--- src/porg_map.svh ---
// Function
// - The supply-low guard is asserted whenever the core, any I/O bank or the pre-driver supply is below threshold.
// - While the supply-low guard is asserted, every guarded user pin's output buffer is forced off.
// - The configuration-done, chip-enable-out and configuration-status pins bypass the supply-low guard.
// - User output buffers stay disabled throughout power-up and power-down, whatever the supply ramp order.
// - All user I/O pins stay tri-stated until configuration is complete and user mode is entered.
// - The whole logic is held in reset until every monitored supply has stabilised during power-up.
// - Configuration is not triggered until all eight I/O bank supplies, the pre-driver and the core supply are good.
// - In user mode the core supply is still watched, and a sag below operating level resets the whole device.
// - A power-on reset event is valid only if all supplies reach operating range within 100 ms of power applied.
// - The delay-select input picks the reset delay: 100 ms when low, 12 ms when high.
`ifndef PORG_MAP_SVH
`define PORG_MAP_SVH

// ==================================================
// Clock and timing
`define PORG_CLK_HZ        100000000
`define PORG_CYC_PER_MS    (`PORG_CLK_HZ / 1000)
`define PORG_POR_LONG_MS   100
`define PORG_POR_SHORT_MS  12
`define PORG_RISE_MAX_MS   100
`define PORG_POR_LONG_CYC  (`PORG_POR_LONG_MS * `PORG_CYC_PER_MS)
`define PORG_POR_SHORT_CYC (`PORG_POR_SHORT_MS * `PORG_CYC_PER_MS)
`define PORG_RISE_MAX_CYC  (`PORG_RISE_MAX_MS * `PORG_CYC_PER_MS)

// ==================================================
// Widths and field positions
`define PORG_IO_BANKS      8
`define PORG_CNT_W         24
`define PORG_USER_PINS     16
`define PORG_CFG_PINS      3
`define PORG_CFG_DONE_BIT  0
`define PORG_CFG_CEO_BIT   1
`define PORG_CFG_STAT_BIT  2
`define PORG_SUP_W         (`PORG_IO_BANKS + 2)

`endif

--- src/porg_pkg.sv ---
`include "porg_map.svh"

package porg_pkg;

   // ==================================================
   // Supply-good bundle
   typedef struct packed {
      logic                        core;
      logic [`PORG_IO_BANKS-1:0]   io_bank;
      logic                        predriver;
   } porg_supply_s;

   // ==================================================
   // Sequencer states
   typedef enum logic [2:0] {
      PORG_OFF    = 3'b000,
      PORG_RAMP   = 3'b001,
      PORG_DELAY  = 3'b010,
      PORG_CONFIG = 3'b011,
      PORG_USER   = 3'b100,
      PORG_FAULT  = 3'b101
   } porg_state_e;

endpackage

--- src/porg_sync.sv ---
`timescale 1ns/1ps

// ==================================================
// Two-stage synchroniser for pin levels
module porg_sync #(
   parameter int WIDTH = 1
) (
   input  wire logic             clk_i,
   input  wire logic             nrst_i,
   input  wire logic [WIDTH-1:0] d_i,
   output logic      [WIDTH-1:0] q_o
);

   logic [WIDTH-1:0] meta_ff;
   logic [WIDTH-1:0] q_ff;

   always_ff @(posedge clk_i) begin
      if (!nrst_i) begin
         meta_ff <= '0;
         q_ff    <= '0;
      end else begin
         meta_ff <= d_i;
         q_ff    <= meta_ff;
      end
   end

   assign q_o = q_ff;

endmodule

--- src/porg_top.sv ---
`timescale 1ns/1ps
`include "porg_map.svh"

// ==================================================
// Power-on reset sequencer and output guard
module porg_top #(
   parameter int USER_PINS     = `PORG_USER_PINS,
   parameter int POR_LONG_CYC  = `PORG_POR_LONG_CYC,
   parameter int POR_SHORT_CYC = `PORG_POR_SHORT_CYC,
   parameter int RISE_MAX_CYC  = `PORG_RISE_MAX_CYC
) (
   input  wire logic                        CLK_SYS_I,
   input  wire logic                        NRST_I,
   input  wire logic                        CORE_SUPPLY_GOOD_I,
   input  wire logic [`PORG_IO_BANKS-1:0]   IO_BANK_SUPPLY_GOOD_I,
   input  wire logic                        PREDRIVER_SUPPLY_GOOD_I,
   input  wire logic                        RESET_DELAY_SELECT_I,
   input  wire logic                        CONFIG_DONE_I,
   input  wire logic [USER_PINS-1:0]        USER_OE_I,
   input  wire logic [`PORG_CFG_PINS-1:0]   CFG_PIN_OE_I,
   output logic      [USER_PINS-1:0]        USER_OE_O,
   output logic      [`PORG_CFG_PINS-1:0]   CFG_PIN_OE_O,
   output logic                             SUPPLY_LOW_GUARD_O,
   output logic                             DEVICE_RESET_N_O,
   output logic                             CONFIG_START_O,
   output logic                             USER_MODE_O,
   output logic                             POR_FAULT_O
);

   localparam logic [`PORG_CNT_W-1:0] LONG_CNT  = `PORG_CNT_W'(POR_LONG_CYC - 1);
   localparam logic [`PORG_CNT_W-1:0] SHORT_CNT = `PORG_CNT_W'(POR_SHORT_CYC - 1);
   localparam logic [`PORG_CNT_W-1:0] RISE_CNT  = `PORG_CNT_W'(RISE_MAX_CYC - 1);

   // ==================================================
   // Pin synchronisation
   logic [`PORG_SUP_W-1:0] sup_raw;
   logic [`PORG_SUP_W-1:0] sup_sync;
   logic                   sel_sync;
   porg_pkg::porg_supply_s sup;

   assign sup_raw = {CORE_SUPPLY_GOOD_I, IO_BANK_SUPPLY_GOOD_I, PREDRIVER_SUPPLY_GOOD_I};

   porg_sync #(
      .WIDTH (`PORG_SUP_W + 1)
   ) u_sync (
      .clk_i  (CLK_SYS_I),
      .nrst_i (NRST_I),
      .d_i    ({sup_raw, RESET_DELAY_SELECT_I}),
      .q_o    ({sup_sync, sel_sync})
   );

   assign sup = porg_pkg::porg_supply_s'(sup_sync);

   function automatic logic all_good(input porg_pkg::porg_supply_s s);
      all_good = s.core & (&s.io_bank) & s.predriver;
   endfunction

   function automatic logic any_good(input porg_pkg::porg_supply_s s);
      any_good = s.core | (|s.io_bank) | s.predriver;
   endfunction

   function automatic logic [`PORG_CNT_W-1:0] cnt_inc(input logic [`PORG_CNT_W-1:0] c);
      cnt_inc = c + `PORG_CNT_W'(1);
   endfunction

   logic sup_ok;
   logic sup_any;

   assign sup_ok  = all_good(sup);
   assign sup_any = any_good(sup);

   // ==================================================
   // Sequencer
   porg_pkg::porg_state_e  state_ff;
   porg_pkg::porg_state_e  nxt_state;
   logic [`PORG_CNT_W-1:0] cnt_ff;
   logic [`PORG_CNT_W-1:0] nxt_cnt;
   logic [`PORG_CNT_W-1:0] delay_end;

   assign delay_end = sel_sync ? SHORT_CNT : LONG_CNT;

   always_comb begin
      nxt_state = state_ff;
      nxt_cnt   = '0;
      case (state_ff)
         porg_pkg::PORG_OFF: begin
            if (sup_ok) begin
               nxt_state = porg_pkg::PORG_DELAY;
            end else if (sup_any) begin
               nxt_state = porg_pkg::PORG_RAMP;
            end
         end
         porg_pkg::PORG_RAMP: begin
            if (sup_ok) begin
               nxt_state = porg_pkg::PORG_DELAY;
            end else if (!sup_any) begin
               nxt_state = porg_pkg::PORG_OFF;
            end else if (cnt_ff == RISE_CNT) begin
               nxt_state = porg_pkg::PORG_FAULT;
            end else begin
               nxt_cnt = cnt_inc(cnt_ff);
            end
         end
         porg_pkg::PORG_DELAY: begin
            if (!sup_ok) begin
               nxt_cnt = '0;
            end else if (cnt_ff >= delay_end) begin
               nxt_state = porg_pkg::PORG_CONFIG;
            end else begin
               nxt_cnt = cnt_inc(cnt_ff);
            end
         end
         porg_pkg::PORG_CONFIG: begin
            if (!sup_ok) begin
               nxt_state = porg_pkg::PORG_DELAY;
            end else if (CONFIG_DONE_I) begin
               nxt_state = porg_pkg::PORG_USER;
            end
         end
         porg_pkg::PORG_USER: begin
            if (!sup.core) begin
               nxt_state = porg_pkg::PORG_RAMP;
            end
         end
         porg_pkg::PORG_FAULT: begin
            if (!sup_any) begin
               nxt_state = porg_pkg::PORG_OFF;
            end
         end
         default: begin
            nxt_state = porg_pkg::PORG_OFF;
         end
      endcase
   end

   always_ff @(posedge CLK_SYS_I) begin
      if (!NRST_I) begin
         state_ff <= porg_pkg::PORG_OFF;
      end else begin
         state_ff <= nxt_state;
      end
   end

   // ==================================================
   // Rise-window and delay counter
   always_ff @(posedge CLK_SYS_I) begin
      if (!NRST_I) begin
         cnt_ff <= '0;
      end else begin
         cnt_ff <= nxt_cnt;
      end
   end

   // ==================================================
   // Reset, trigger and mode outputs
   logic in_user;
   logic in_config;
   logic in_fault;

   assign in_user   = (nxt_state == porg_pkg::PORG_USER);
   assign in_config = (nxt_state == porg_pkg::PORG_CONFIG);
   assign in_fault  = (nxt_state == porg_pkg::PORG_FAULT);

   // Released only once the delay has run out
   always_ff @(posedge CLK_SYS_I) begin
      if (!NRST_I) begin
         DEVICE_RESET_N_O <= 1'b0;
      end else begin
         DEVICE_RESET_N_O <= in_config || in_user;
      end
   end

   // One pulse on each entry into configuration
   always_ff @(posedge CLK_SYS_I) begin
      if (!NRST_I) begin
         CONFIG_START_O <= 1'b0;
      end else begin
         CONFIG_START_O <= in_config && (state_ff != porg_pkg::PORG_CONFIG);
      end
   end

   always_ff @(posedge CLK_SYS_I) begin
      if (!NRST_I) begin
         USER_MODE_O <= 1'b0;
      end else begin
         USER_MODE_O <= in_user;
      end
   end

   always_ff @(posedge CLK_SYS_I) begin
      if (!NRST_I) begin
         POR_FAULT_O <= 1'b0;
      end else begin
         POR_FAULT_O <= in_fault;
      end
   end

   // ==================================================
   // Output guard
   logic guard;

   assign guard = !sup_ok;

   always_ff @(posedge CLK_SYS_I) begin
      if (!NRST_I) begin
         SUPPLY_LOW_GUARD_O <= 1'b1;
      end else begin
         SUPPLY_LOW_GUARD_O <= guard;
      end
   end

   // User buffers off unless in user mode with all supplies good
   always_ff @(posedge CLK_SYS_I) begin
      if (!NRST_I) begin
         USER_OE_O <= '0;
      end else begin
         USER_OE_O <= (guard || !in_user) ? '0 : USER_OE_I;
      end
   end

   // Config pins exempt from the guard
   always_ff @(posedge CLK_SYS_I) begin
      if (!NRST_I) begin
         CFG_PIN_OE_O <= '0;
      end else begin
         CFG_PIN_OE_O <= CFG_PIN_OE_I;
      end
   end

endmodule

--- config.mk ---
export PLATFORM = sky130hd
export DESIGN_NAME = porg_top
export DESIGN_NICKNAME = d
export VERILOG_FILES = /design/src/porg_pkg.sv /design/src/porg_sync.sv /design/src/porg_top.sv
export VERILOG_INCLUDE_DIRS = /design/src
export SDC_FILE = /design/constraint.sdc
export NUM_CORES = 1
export LEC_CHECK = 0
export BUFFER_PORTS_ARGS = -buffer_cell sky130_fd_sc_hd__buf_2
export CAP_MARGIN = 20
export CORE_ASPECT_RATIO = 1.1
export CORE_MARGIN = 2
export CORE_UTILIZATION = 35
export CTS_CLUSTER_DIAMETER = 120
export DETAILED_ROUTE_END_ITERATION = 8
export GPL_ROUTABILITY_DRIVEN = 0
export PLACE_DENSITY = 0.59
export SYNTH_ARGS = -nofsm -noshare
export SYNTH_HDL_FRONTEND = slang
export SYNTH_SLANG_ARGS = --single-unit
--- constraint.sdc ---
create_clock -name CLK_SYS_I -period 2.8 [get_ports CLK_SYS_I]
set_input_delay 0.42 -clock CLK_SYS_I [delete_from_list [all_inputs] [get_ports CLK_SYS_I]]
set_output_delay 0.42 -clock CLK_SYS_I [all_outputs]
set_load 0.01 [all_outputs]
# Word-level counts from Yosys, hierarchy flattened
# Index checks and enable logic that the tools add are counted.
# op_classes
muxes	19
multipliers	0
bitwise_logic	5
n_div	0
n_eq_ne	10
add_sub_neg	1
reduce_logical	9
magnitude_cmp	1
shift	0
# op_table
cell	count
two-way mux 24 bit	6
case mux 24 bit (2 select lines)	1
two-way mux 3 bit	11
adder 24 x 1 -> 24 bit, second input constant	1
equality test 24 bit, second input constant	1
greater-or-equal comparator 24 bit	1
case mux 3 bit (6 select lines)	1
equality test 3 bit, second input constant	4
equality test 3 x 2 -> 1 bit, second input constant	3
AND reduction 8 bit	1
OR reduction 8 bit	1
equality test 3 x 1 -> 1 bit, second input constant	1
zero test 3 bit	1
inequality test 3 x 2 -> 1 bit, second input constant	1
AND 1 bit	2
zero test 1 bit	2
logical OR 1 bit	2
OR 1 bit	2
OR reduction 2 bit	1
logical AND 1 bit	1
NOT 1 bit	1
# word_totals
mem_bits_ro	0
mem_count	0
latchBits	0
in_bits	33
register_bits	73
ram_bits	0

# Logic depth before layout (Yosys ltp)
# Gate-level depths: netlist of run 1.
# depth
word_depth	10
depth_mapped	9
ltp_nobuf	8

# Hierarchy
# A second synthesis of run 1 with hierarchy kept.
# hier_totals
cells_unflattened	281
hier_area_um2	2849.0
# by_module_without_submodules
mod	area_per_inst_um2	instances	cells_per_inst
porg_top	2228.4	1	235
porg_sync	620.6	1	46

# Worst setup path after synthesis of run 1
# Ideal clock, no wire load.
# synth_timing
path_type	register -> register
startpoint	register u_sync.q_ff[0], in the netlist u_sync.q_o[0]
endpoint	register USER_OE_O[10]
required_ps	2741
arrival_time_ps	2099
path_slack_ps	642
stages_incl_launch_ff	9
setup_time_ps	59
path_cell_list	dfxtp_1 > inv_1 > ha_1 > a211o_1 > a41oi_1 > a41oi_2 > a311oi_4 > buf_6 > and2_1
# synth_between
elab_chain_len	9
# synth_lines
item	line	source
from (decl)	porg_sync.sv:15	logic [WIDTH-1:0] q_ff;
from (signal assigned)	porg_sync.sv:23	q_ff <= meta_ff;
two-way mux 24 bit	porg_top.sv:80	assign delay_end = sel_sync ? SHORT_CNT : LONG_CNT;
greater-or-equal comparator 24 bit	porg_top.sv:107	end else if (cnt_ff >= delay_end) begin
two-way mux 3 bit	porg_top.sv:107	
two-way mux 3 bit	porg_top.sv:105	if (!sup_ok) begin
case mux 3 bit (6 select lines)	porg_top.sv:85	case (state_ff)
equality test 3 bit	porg_top.sv:160	assign in_user = (nxt_state == porg_pkg::PORG_USER);
zero test 1 bit	porg_top.sv:217	USER_OE_O <= (guard || !in_user) ? '0 : USER_OE_I;
logical OR 1 bit	porg_top.sv:217	
OR reduction 2 bit (no source line)	--	
to (signal assigned)	porg_top.sv:217	
to (decl)	porg_top.sv:21	output logic [USER_PINS-1:0] USER_OE_O,
# No other way between the ends.
# A chain may end at the register's enable or synchronous reset.

# Final worst setup path of run 1
# layout_timing
startpoint	register u_sync.q_ff[0], in the netlist u_sync.q_o[0]
endpoint	register USER_OE_O[6]
# The elaborated chain is that of the path after synthesis.

==> results of run 1 <==
sequential cells by signal, summed over array words and instances (netlist names):
name / flops
cnt_ff: 24
USER_OE_O: 16
u_sync.meta_ff: 11
u_sync.q_o: 11
CFG_PIN_OE_O: 3
state_ff: 3
CONFIG_START_O: 1
DEVICE_RESET_N_O: 1
POR_FAULT_O: 1
SUPPLY_LOW_GUARD_O: 1
USER_MODE_O: 1
worst paths after layout:
path         slack (ps)            end  cells past startpoint               from
max                 320   USER_OE_O[6]                      7      u_sync.q_o[0]
max reg2reg         320   USER_OE_O[6]                      7      u_sync.q_o[0]
min                 260  USER_OE_O[15]                      2      USER_OE_I[15]
min reg2reg         440  u_sync.q_o[9]                      1  u_sync.meta_ff[9]
where the power goes:
part	switching, mW	leakage (nW)	internal, mW	total (mW)
sequential	0.00902	0.594	1.06	1.07
combinational	0.0356	0.693	0.0382	0.0738
clock	0.405	0.0859	0.354	0.760
layout make-up:
class | instances | area (um^2) | area share
sequential | 73 | 1461 | 0.4344
multi-input combinational | 195 | 1275 | 0.3790
timing repair buffer | 57 | 287.8 | 0.08553
clock buffer | 10 | 137.6 | 0.04091
tap | 108 | 135.1 | 0.04016
clock inverter | 6 | 48.80 | 0.01450
inverter | 5 | 18.77 | 0.005578
stage by stage:
stage	setup slack [ps]	hold slack (ps)	util	total power, mW	cells
after floorplan	642.1	411.9	-	1.137	282
after global placement	428.0	417.6	0.4038	1.165	438
final	318.1	263.8	0.4275	1.900	454
after global routing	72.16	242.7	0.4275	1.989	454
after detailed placement	305.9	417.9	0.4038	1.166	438
after CTS	288.0	243.5	0.4275	1.935	454
Yosys cell counts, types with 2 or more instances:
| cell type | instances | area, um^2 |
|---|---|---|
| buf_4 | 2 | 15.01 |
| inv_1 | 5 | 18.77 |
| nand3_1 | 11 | 55.05 |
| and2_1 | 45 | 281.5 |
| ha_1 | 9 | 112.6 |
| xor2_1 | 12 | 105.1 |
| dfxtp_1 | 73 | 1461 |
| nor2b_1 | 3 | 18.77 |
| clkbuf_1 | 4 | 15.01 |
| nor2_1 | 38 | 142.6 |
| a31oi_1 | 2 | 12.51 |
| nor3_1 | 3 | 15.01 |
| nand4_1 | 9 | 56.30 |
| a21oi_1 | 3 | 15.01 |
| o21a_1 | 2 | 15.01 |
| mux2i_1 | 2 | 20.02 |
| and3_1 | 4 | 25.02 |
| xnor2_1 | 10 | 87.58 |
| nor4_1 | 4 | 25.02 |
| o21ai_0 | 2 | 10.01 |
| nor3b_1 | 2 | 15.01 |
| buf_6 | 3 | 33.78 |
| nand2_1 | 13 | 48.80 |
| a211o_1 | 2 | 17.52 |
routing by layer:
| metal | vias up | share of wire | track usage |
|---|---|---|---|
| met5 | - | 0 | 0 |
| met2 | 41 | 0.49 | 0.1883 |
| met3 | 9 | 0.045 | 0.03804 |
| li1 | 1076 | - | - |
| met1 | 926 | 0.44 | 0.1360 |
| met4 | 0 | 0.026 | 0.07577 |
worst max-delay path, stage by stage (launching register included):
cell and delay (ps):
dfxtp_1 420, inv_1 130, ha_1 340, a211o_1 310, a41oi_1 250, a41oi_2 190
a311oi_4 590, and2_1 210
kinds of logic (layout without fill, tap and decap cells):
family | count (synthesis) | count (layout) | share of synthesized area
xor+xnor | 22 | 22 | 0.06835
flops | 73 | 73 | 0.5184
simple gates | 142 | 142 | 0.2752
compound gates | 20 | 20 | 0.06170
mux | 2 | 2 | 0.007102
buf+inv | 14 | 78 | 0.02929
fa+ha+maj | 9 | 9 | 0.03995
==> results by group, run 1 <==
Logic synthesis
  – Syn_area_per_cell: roughly 10 um^2
  – Mapped Nets: between 300 and 400
  – Synthesis Warnings: 0
  – Area of the mapped netlist: ~2800 um^2
  – Ys async rst share: 0
  – Flops & latches, synth: between 70 and 80
  – Sequential element share of the synthesized area: 0.5184
  – Ys flop type: dfxtp_1
  – EDFF count, synth: 0
  – Unique cell type count in the Yosys netlist: 43
  – Mapped Cells: 282

Layout
  – Fill cells: 786
  – Commonest non-fill, non-tap cell in the layout: dfxtp_1
  – Number of diodes: 0
  – Design Area, Final: 3364 um^2
  – Share of layout cells above drive strength 1: 0.2312
  – Most frequent cells in the layout: dfxtp_1, buf_2, and2_1
  – Fin nets: 383
  – Syn-to-layout area delta: 19.35%

Clocking
  – Worst-path clk slew: approximately 80 ps
  – Root Buffer: clkbuf_8
  – CTS resizes: 0
  – Clock Latency Late Sink: between 300 and 400 ps
  – CTS Buf Count: 9
  – Clock buffer depth: 2
  – CTS Sinks: 73
  – Setup Buffers After CTS: 0
  – H-tree Lvls: 3
  – CTS tree: yes
  – Hold Buf Count CTS: 0

STA
  – Tmin final: 2482 ps
  – RSZ-0062 raised after global routing: false
  – Final Max Slew Viols: 0
  – Final hold vios: 0
  – Finish-stage setup viols: 0
  – Final worst-path cycle share: 0.8864
  – Final Skew: around 11 ps
  – TNS Setup: 0 ps
  – Slew @ Worst Pin: 577.7 ps
  – Slew headroom: 0.6149
  – Fmax: 0.4029 GHz

Floorplan
  – Die Y: 98.13 um
  – Area of the core: slightly below 8000 um^2
  – Die area: about 8800 um^2
  – IO Pins: between 50 and 60
  – Row count: 34
  – DIE WIDTH: roughly 90 um
  – Starting Density: 0.3582

Route
  – WL/cell: approximately 11 um
  – Vias: 2052
  – Drt pass-1 iters: 4
  – Residual DRC count: 0
  – Post-route ant nets: 0
  – DR iter-0 viols: 76
  – Via density: 4.520
  – Total wire length: a little under 5 mm

Place
  – I/O Buffers: 56
  – Hpwl dp: ~3.4 mm
  – Total placed instance area: 3178 um^2

Setup path
  – CP Launch Type: flop
  – WS Path Type: flop to flop
  – Maximum fanout along the worst path: 16
  – CP required: about 3100 ps
  – Worst Setup End Kind: flop
  – Worst path arrival time: around 2800 ps

GRT
  – Largest net degree at the start of global routing: 32
  – Total grt overflow: 0
  – Gr usage total: 0.1193
  – Antenna violations before repair: 0
  – Number of global-route vias before repair: ~1800
  – First-pass GRT wire length: 7.948 mm

Pwr
  – Power Density: roughly 560 nW/um^2
  – P_leak: approximately 1.4 nW
  – Worst VDD drop: between 300 and 400 uV

Worst hold path
  – Hold Crit Class: primary input to flop

Outcome
  – Status: completed

Flow run
  – Total of max-cap violations: 0
Note: power is estimated with default switching activity, not from simulation.
==> inputs of run 2 (changes only) <==
Settings changed: SYNTH_HIERARCHICAL from default to 1.
==> run 2 against run 1 <==
  * Design area rose by 2.8%
  * Worst setup slack got worse by 36 ps
  * Non-clock buffer count rose by 1
  * Global-route usage rose by 0.44 points
  * Core utilization is 0.97 points higher
  * Clock-buffer cell count up 2
  * Critical endpoint is now cnt_ff[10]
  * Largest cell class unchanged
  * Highest routed layer unchanged
==> results by group, run 2 <==
Layout
  – Largest register by flop count: cnt_ff
  – Most frequent cells in the layout: dfxtp_1, buf_2, nor2_1
  – Share of layout cells above drive strength 1: 0.3123 (+0.08111)
  – Biggest regs: cnt_ff: 24 flops, USER_OE_O: 16 flops
  – Fin nets: 386 (+0.78%)
  – Commonest non-fill, non-tap cell in the layout: dfxtp_1
  – Number of diodes: 0 (unchanged)
  – Syn-to-layout area delta: 21.43%
  – Max reg flops: 24 (unchanged)
  – Fin util: 0.4372 (+0.009719)

Logic synthesis
  – Unique cell type count in the Yosys netlist: 45 (+4.7%)
  – Leading cell type by number of instances after synthesis: dfxtp_1
  – Flops & latches, synth: 73 (unchanged)
  – Area of the mapped netlist: 2849 um^2 (+1.1%)
  – Ys flop type: dfxtp_1
  – Synth top area share: 0.5130 (-0.005464)
  – Synth top area cells: dfxtp_1, and2_1, and2_2
  – Syn_area_per_cell: 10.14 um^2 (+1.4%)
  – Commonest cells post-synth: dfxtp_1, nor2_1, and2_1, and2_2, nand2_1
  – Sequential element share of the synthesized area: 0.5130 (-0.005464)
  – Mapped Nets: 323 (-0.31%)
  – Synth area leader: dfxtp_1
  – EDFF count, synth: 0 (unchanged)
  – Ys async rst share: 0 (unchanged)
  – Synthesis Warnings: 6 (+6)
  – Mapped Cells: 281 (-0.35%)

STA
  – Tmin final: 2518 ps (+35.94 ps)
  – Final worst-path cycle share: 0.8992 (+0.01284)
  – Final hold vios: 0 (unchanged)
  – Final Max Slew Viols: 0 (unchanged)
  – RSZ-0062 raised after global routing: false
  – Slew @ Worst Pin: 609.3 ps (+31.63 ps)
  – Slew headroom: 0.5904 (-0.02447)
  – Final Skew: 6.289 ps (-4.212 ps)
  – Hold WS: 263.0 ps (-0.8550 ps)
  – Fmax: 0.3972 GHz (-1.4%)
  – TNS Setup: 0 ps (unchanged)
  – Finish-stage setup viols: 0 (unchanged)

Route
  – Post-route ant nets: 0 (unchanged)
  – Total wire length: 5.280 mm (+8.9%)
  – Residual DRC count: 0 (unchanged)
  – Via density: 4.593 (+1.6%)
  – DR iter-0 viols: 81 (+6.6%)
  – Vias: 2099 (+2.3%)
  – Drt pass-1 iters: 4 (unchanged)
  – WL/cell: 11.55 um (+8.2%)

Floorplan
  – DIE WIDTH: 90.02 um (+0.50%)
  – Die area: 8878 um^2 (+1.0%)
  – Row count: 34 (unchanged)
  – Area of the core: 7913 um^2 (+0.54%)
  – IO Pins: 57 (unchanged)
  – Starting Density: 0.3601 (+0.001869)
  – Die Y: 98.63 um (+0.51%)

Pwr
  – Cell internal pwr: 1.558 mW (+7.5%)
  – P_leak: 1.427 nW (+3.9%)
  – Sw Pwr: 0.4300 mW (-4.4%)
  – Sequential share of power: 0.537 (-0.024)
  – Power Density: 574.7 nW/um^2 (+1.8%)
  – Clk pwr share: 0.423 (+0.023)
  – Total Power: 1.988 mW (+4.7%)
  – Worst VDD drop: 308.1 uV (-16%)
  – Sw Share: 0.2163 (-0.02055)
  – Combinational Power Share: 0.040 (about the same)

GRT
  – Total grt overflow: 0 (unchanged)
  – Antenna violations before repair: 0 (unchanged)
  – First-pass GRT wire length: 8.804 mm (+11%)
  – Gr usage total: 0.1237 (+0.004384)
  – Number of global-route vias before repair: 1988 (+10%)
  – Largest net degree at the start of global routing: 29 (-9.4%)

Place
  – I/O Buffers: 56 (unchanged)
  – Hpwl dp: 3.648 mm (+7.7%)

Outcome
  – Status: completed

Worst hold path
  – Hold Crit Class: primary input to flop
  – Hold path depth: 2 (unchanged)

Setup path
  – Worst path arrival time: 2800 ps (+30 ps)
  – Reg2Reg Depth: 8 (+1)
  – CP Launch Type: flop
  – R2r setup slk: 280 ps (-40 ps)
  – Worst Setup End Kind: flop
  – CP peak stage delay: 430 ps (-160 ps)
  – Maximum fanout along the worst path: 12 (-4)
  – CP max stage cell: dfxtp_1
  – Cells along the critical path: inv_1 > ha_1 > a211oi_1 > o21ai_0 > a221o_1 > a21oi_2 > a41oi_4 > nor2_1
  – CP required: 3080 ps (about the same)
  – WS Path Type: flop to flop

Clocking
  – CTS tree: yes
  – CTS Sinks: 73 (unchanged)
  – Worst-path clk slew: 70 ps (about the same)
  – H-tree Lvls: 3 (unchanged)
  – Hold Buf Count CTS: 0 (unchanged)
  – CTS Buf Count: 9 (unchanged)
  – Setup Buffers After CTS: 0 (unchanged)
  – Root Buffer: clkbuf_8
  – CTS resizes: 0 (unchanged)
  – Clock Latency Late Sink: 350 ps (about the same)
  – Clock buffer depth: 2 (unchanged)

Flow run
  – Total of max-cap violations: 0 (unchanged)
-- run 2: per-stage QoR --
stage	instances	worst slack, ps	cell area [um^2]
final	457	282.2	3460
after global routing	457	78.07	3460
after CTS	456	113.5	3428
after detailed placement	440	113.6	3222
after global placement	440	268.5	3222
after floorplan	281	683.6	2849
-- run 2: power groups by stage --
stage	clock [mW]	combinational [mW]	sequential, mW
after floorplan	0	0.0495	1.09
after global placement	0	0.0749	1.09
after detailed placement	0	0.0763	1.09
after CTS	0.867	0.0766	1.07
after global routing	0.922	0.0900	1.07
final	0.842	0.0796	1.07
-- run 2: final timing paths --
check	to	from
worst max-delay path	cnt_ff[10]	u_sync/q_o[0]
worst min-delay path	USER_OE_O[2]	USER_OE_I[2]
worst max register to register	cnt_ff[10]	u_sync/q_o[0]
worst min register to register	u_sync/q_o[7]	u_sync/meta_ff[7]
-- run 2: critical path, delay by kind of cell, from the launching register on --
family	cells	cell delay (ps)
adder cells (fa/ha/maj)	1	310
flip-flops	1	430
AND/OR/NAND/NOR	1	180
buffers and inverters	1	140
AO/OA/AOI/OAI	5	1380
-- run 2: layout make-up --
class                   instances  area (um^2)
clock buffers                  12        155.1
clock inverters                 4        51.30
repair buffers                 58        295.3
inverters                       4        15.01
flip-flops and latches         73         1461
multi-input cells             198         1346
fillers                       796         4453
well taps                     108        135.1
-- run 2: layer usage --
metal	up-vias	GRT usage	share of wire
li1	1074	-	-
met1	954	0.1388	0.43
met2	60	0.2013	0.48
met3	11	0.03899	0.069
met4	0	0.08521	0.027
met5	-	0	0
-- run 2: kinds of logic (layout without fill, tap and decap cells) --
kind of cell             Yosys count  after routing  share of synthesized area
AND/OR/NAND/NOR                  147            147                     0.3022
buffers and inverters             11             78                    0.02547
flip-flops                        73             73                     0.5130
XOR/XNOR                          22             22                    0.06763
AO/OA/AOI/OAI                     19             20                    0.05227
adder cells (fa/ha/maj)            9              9                    0.03953
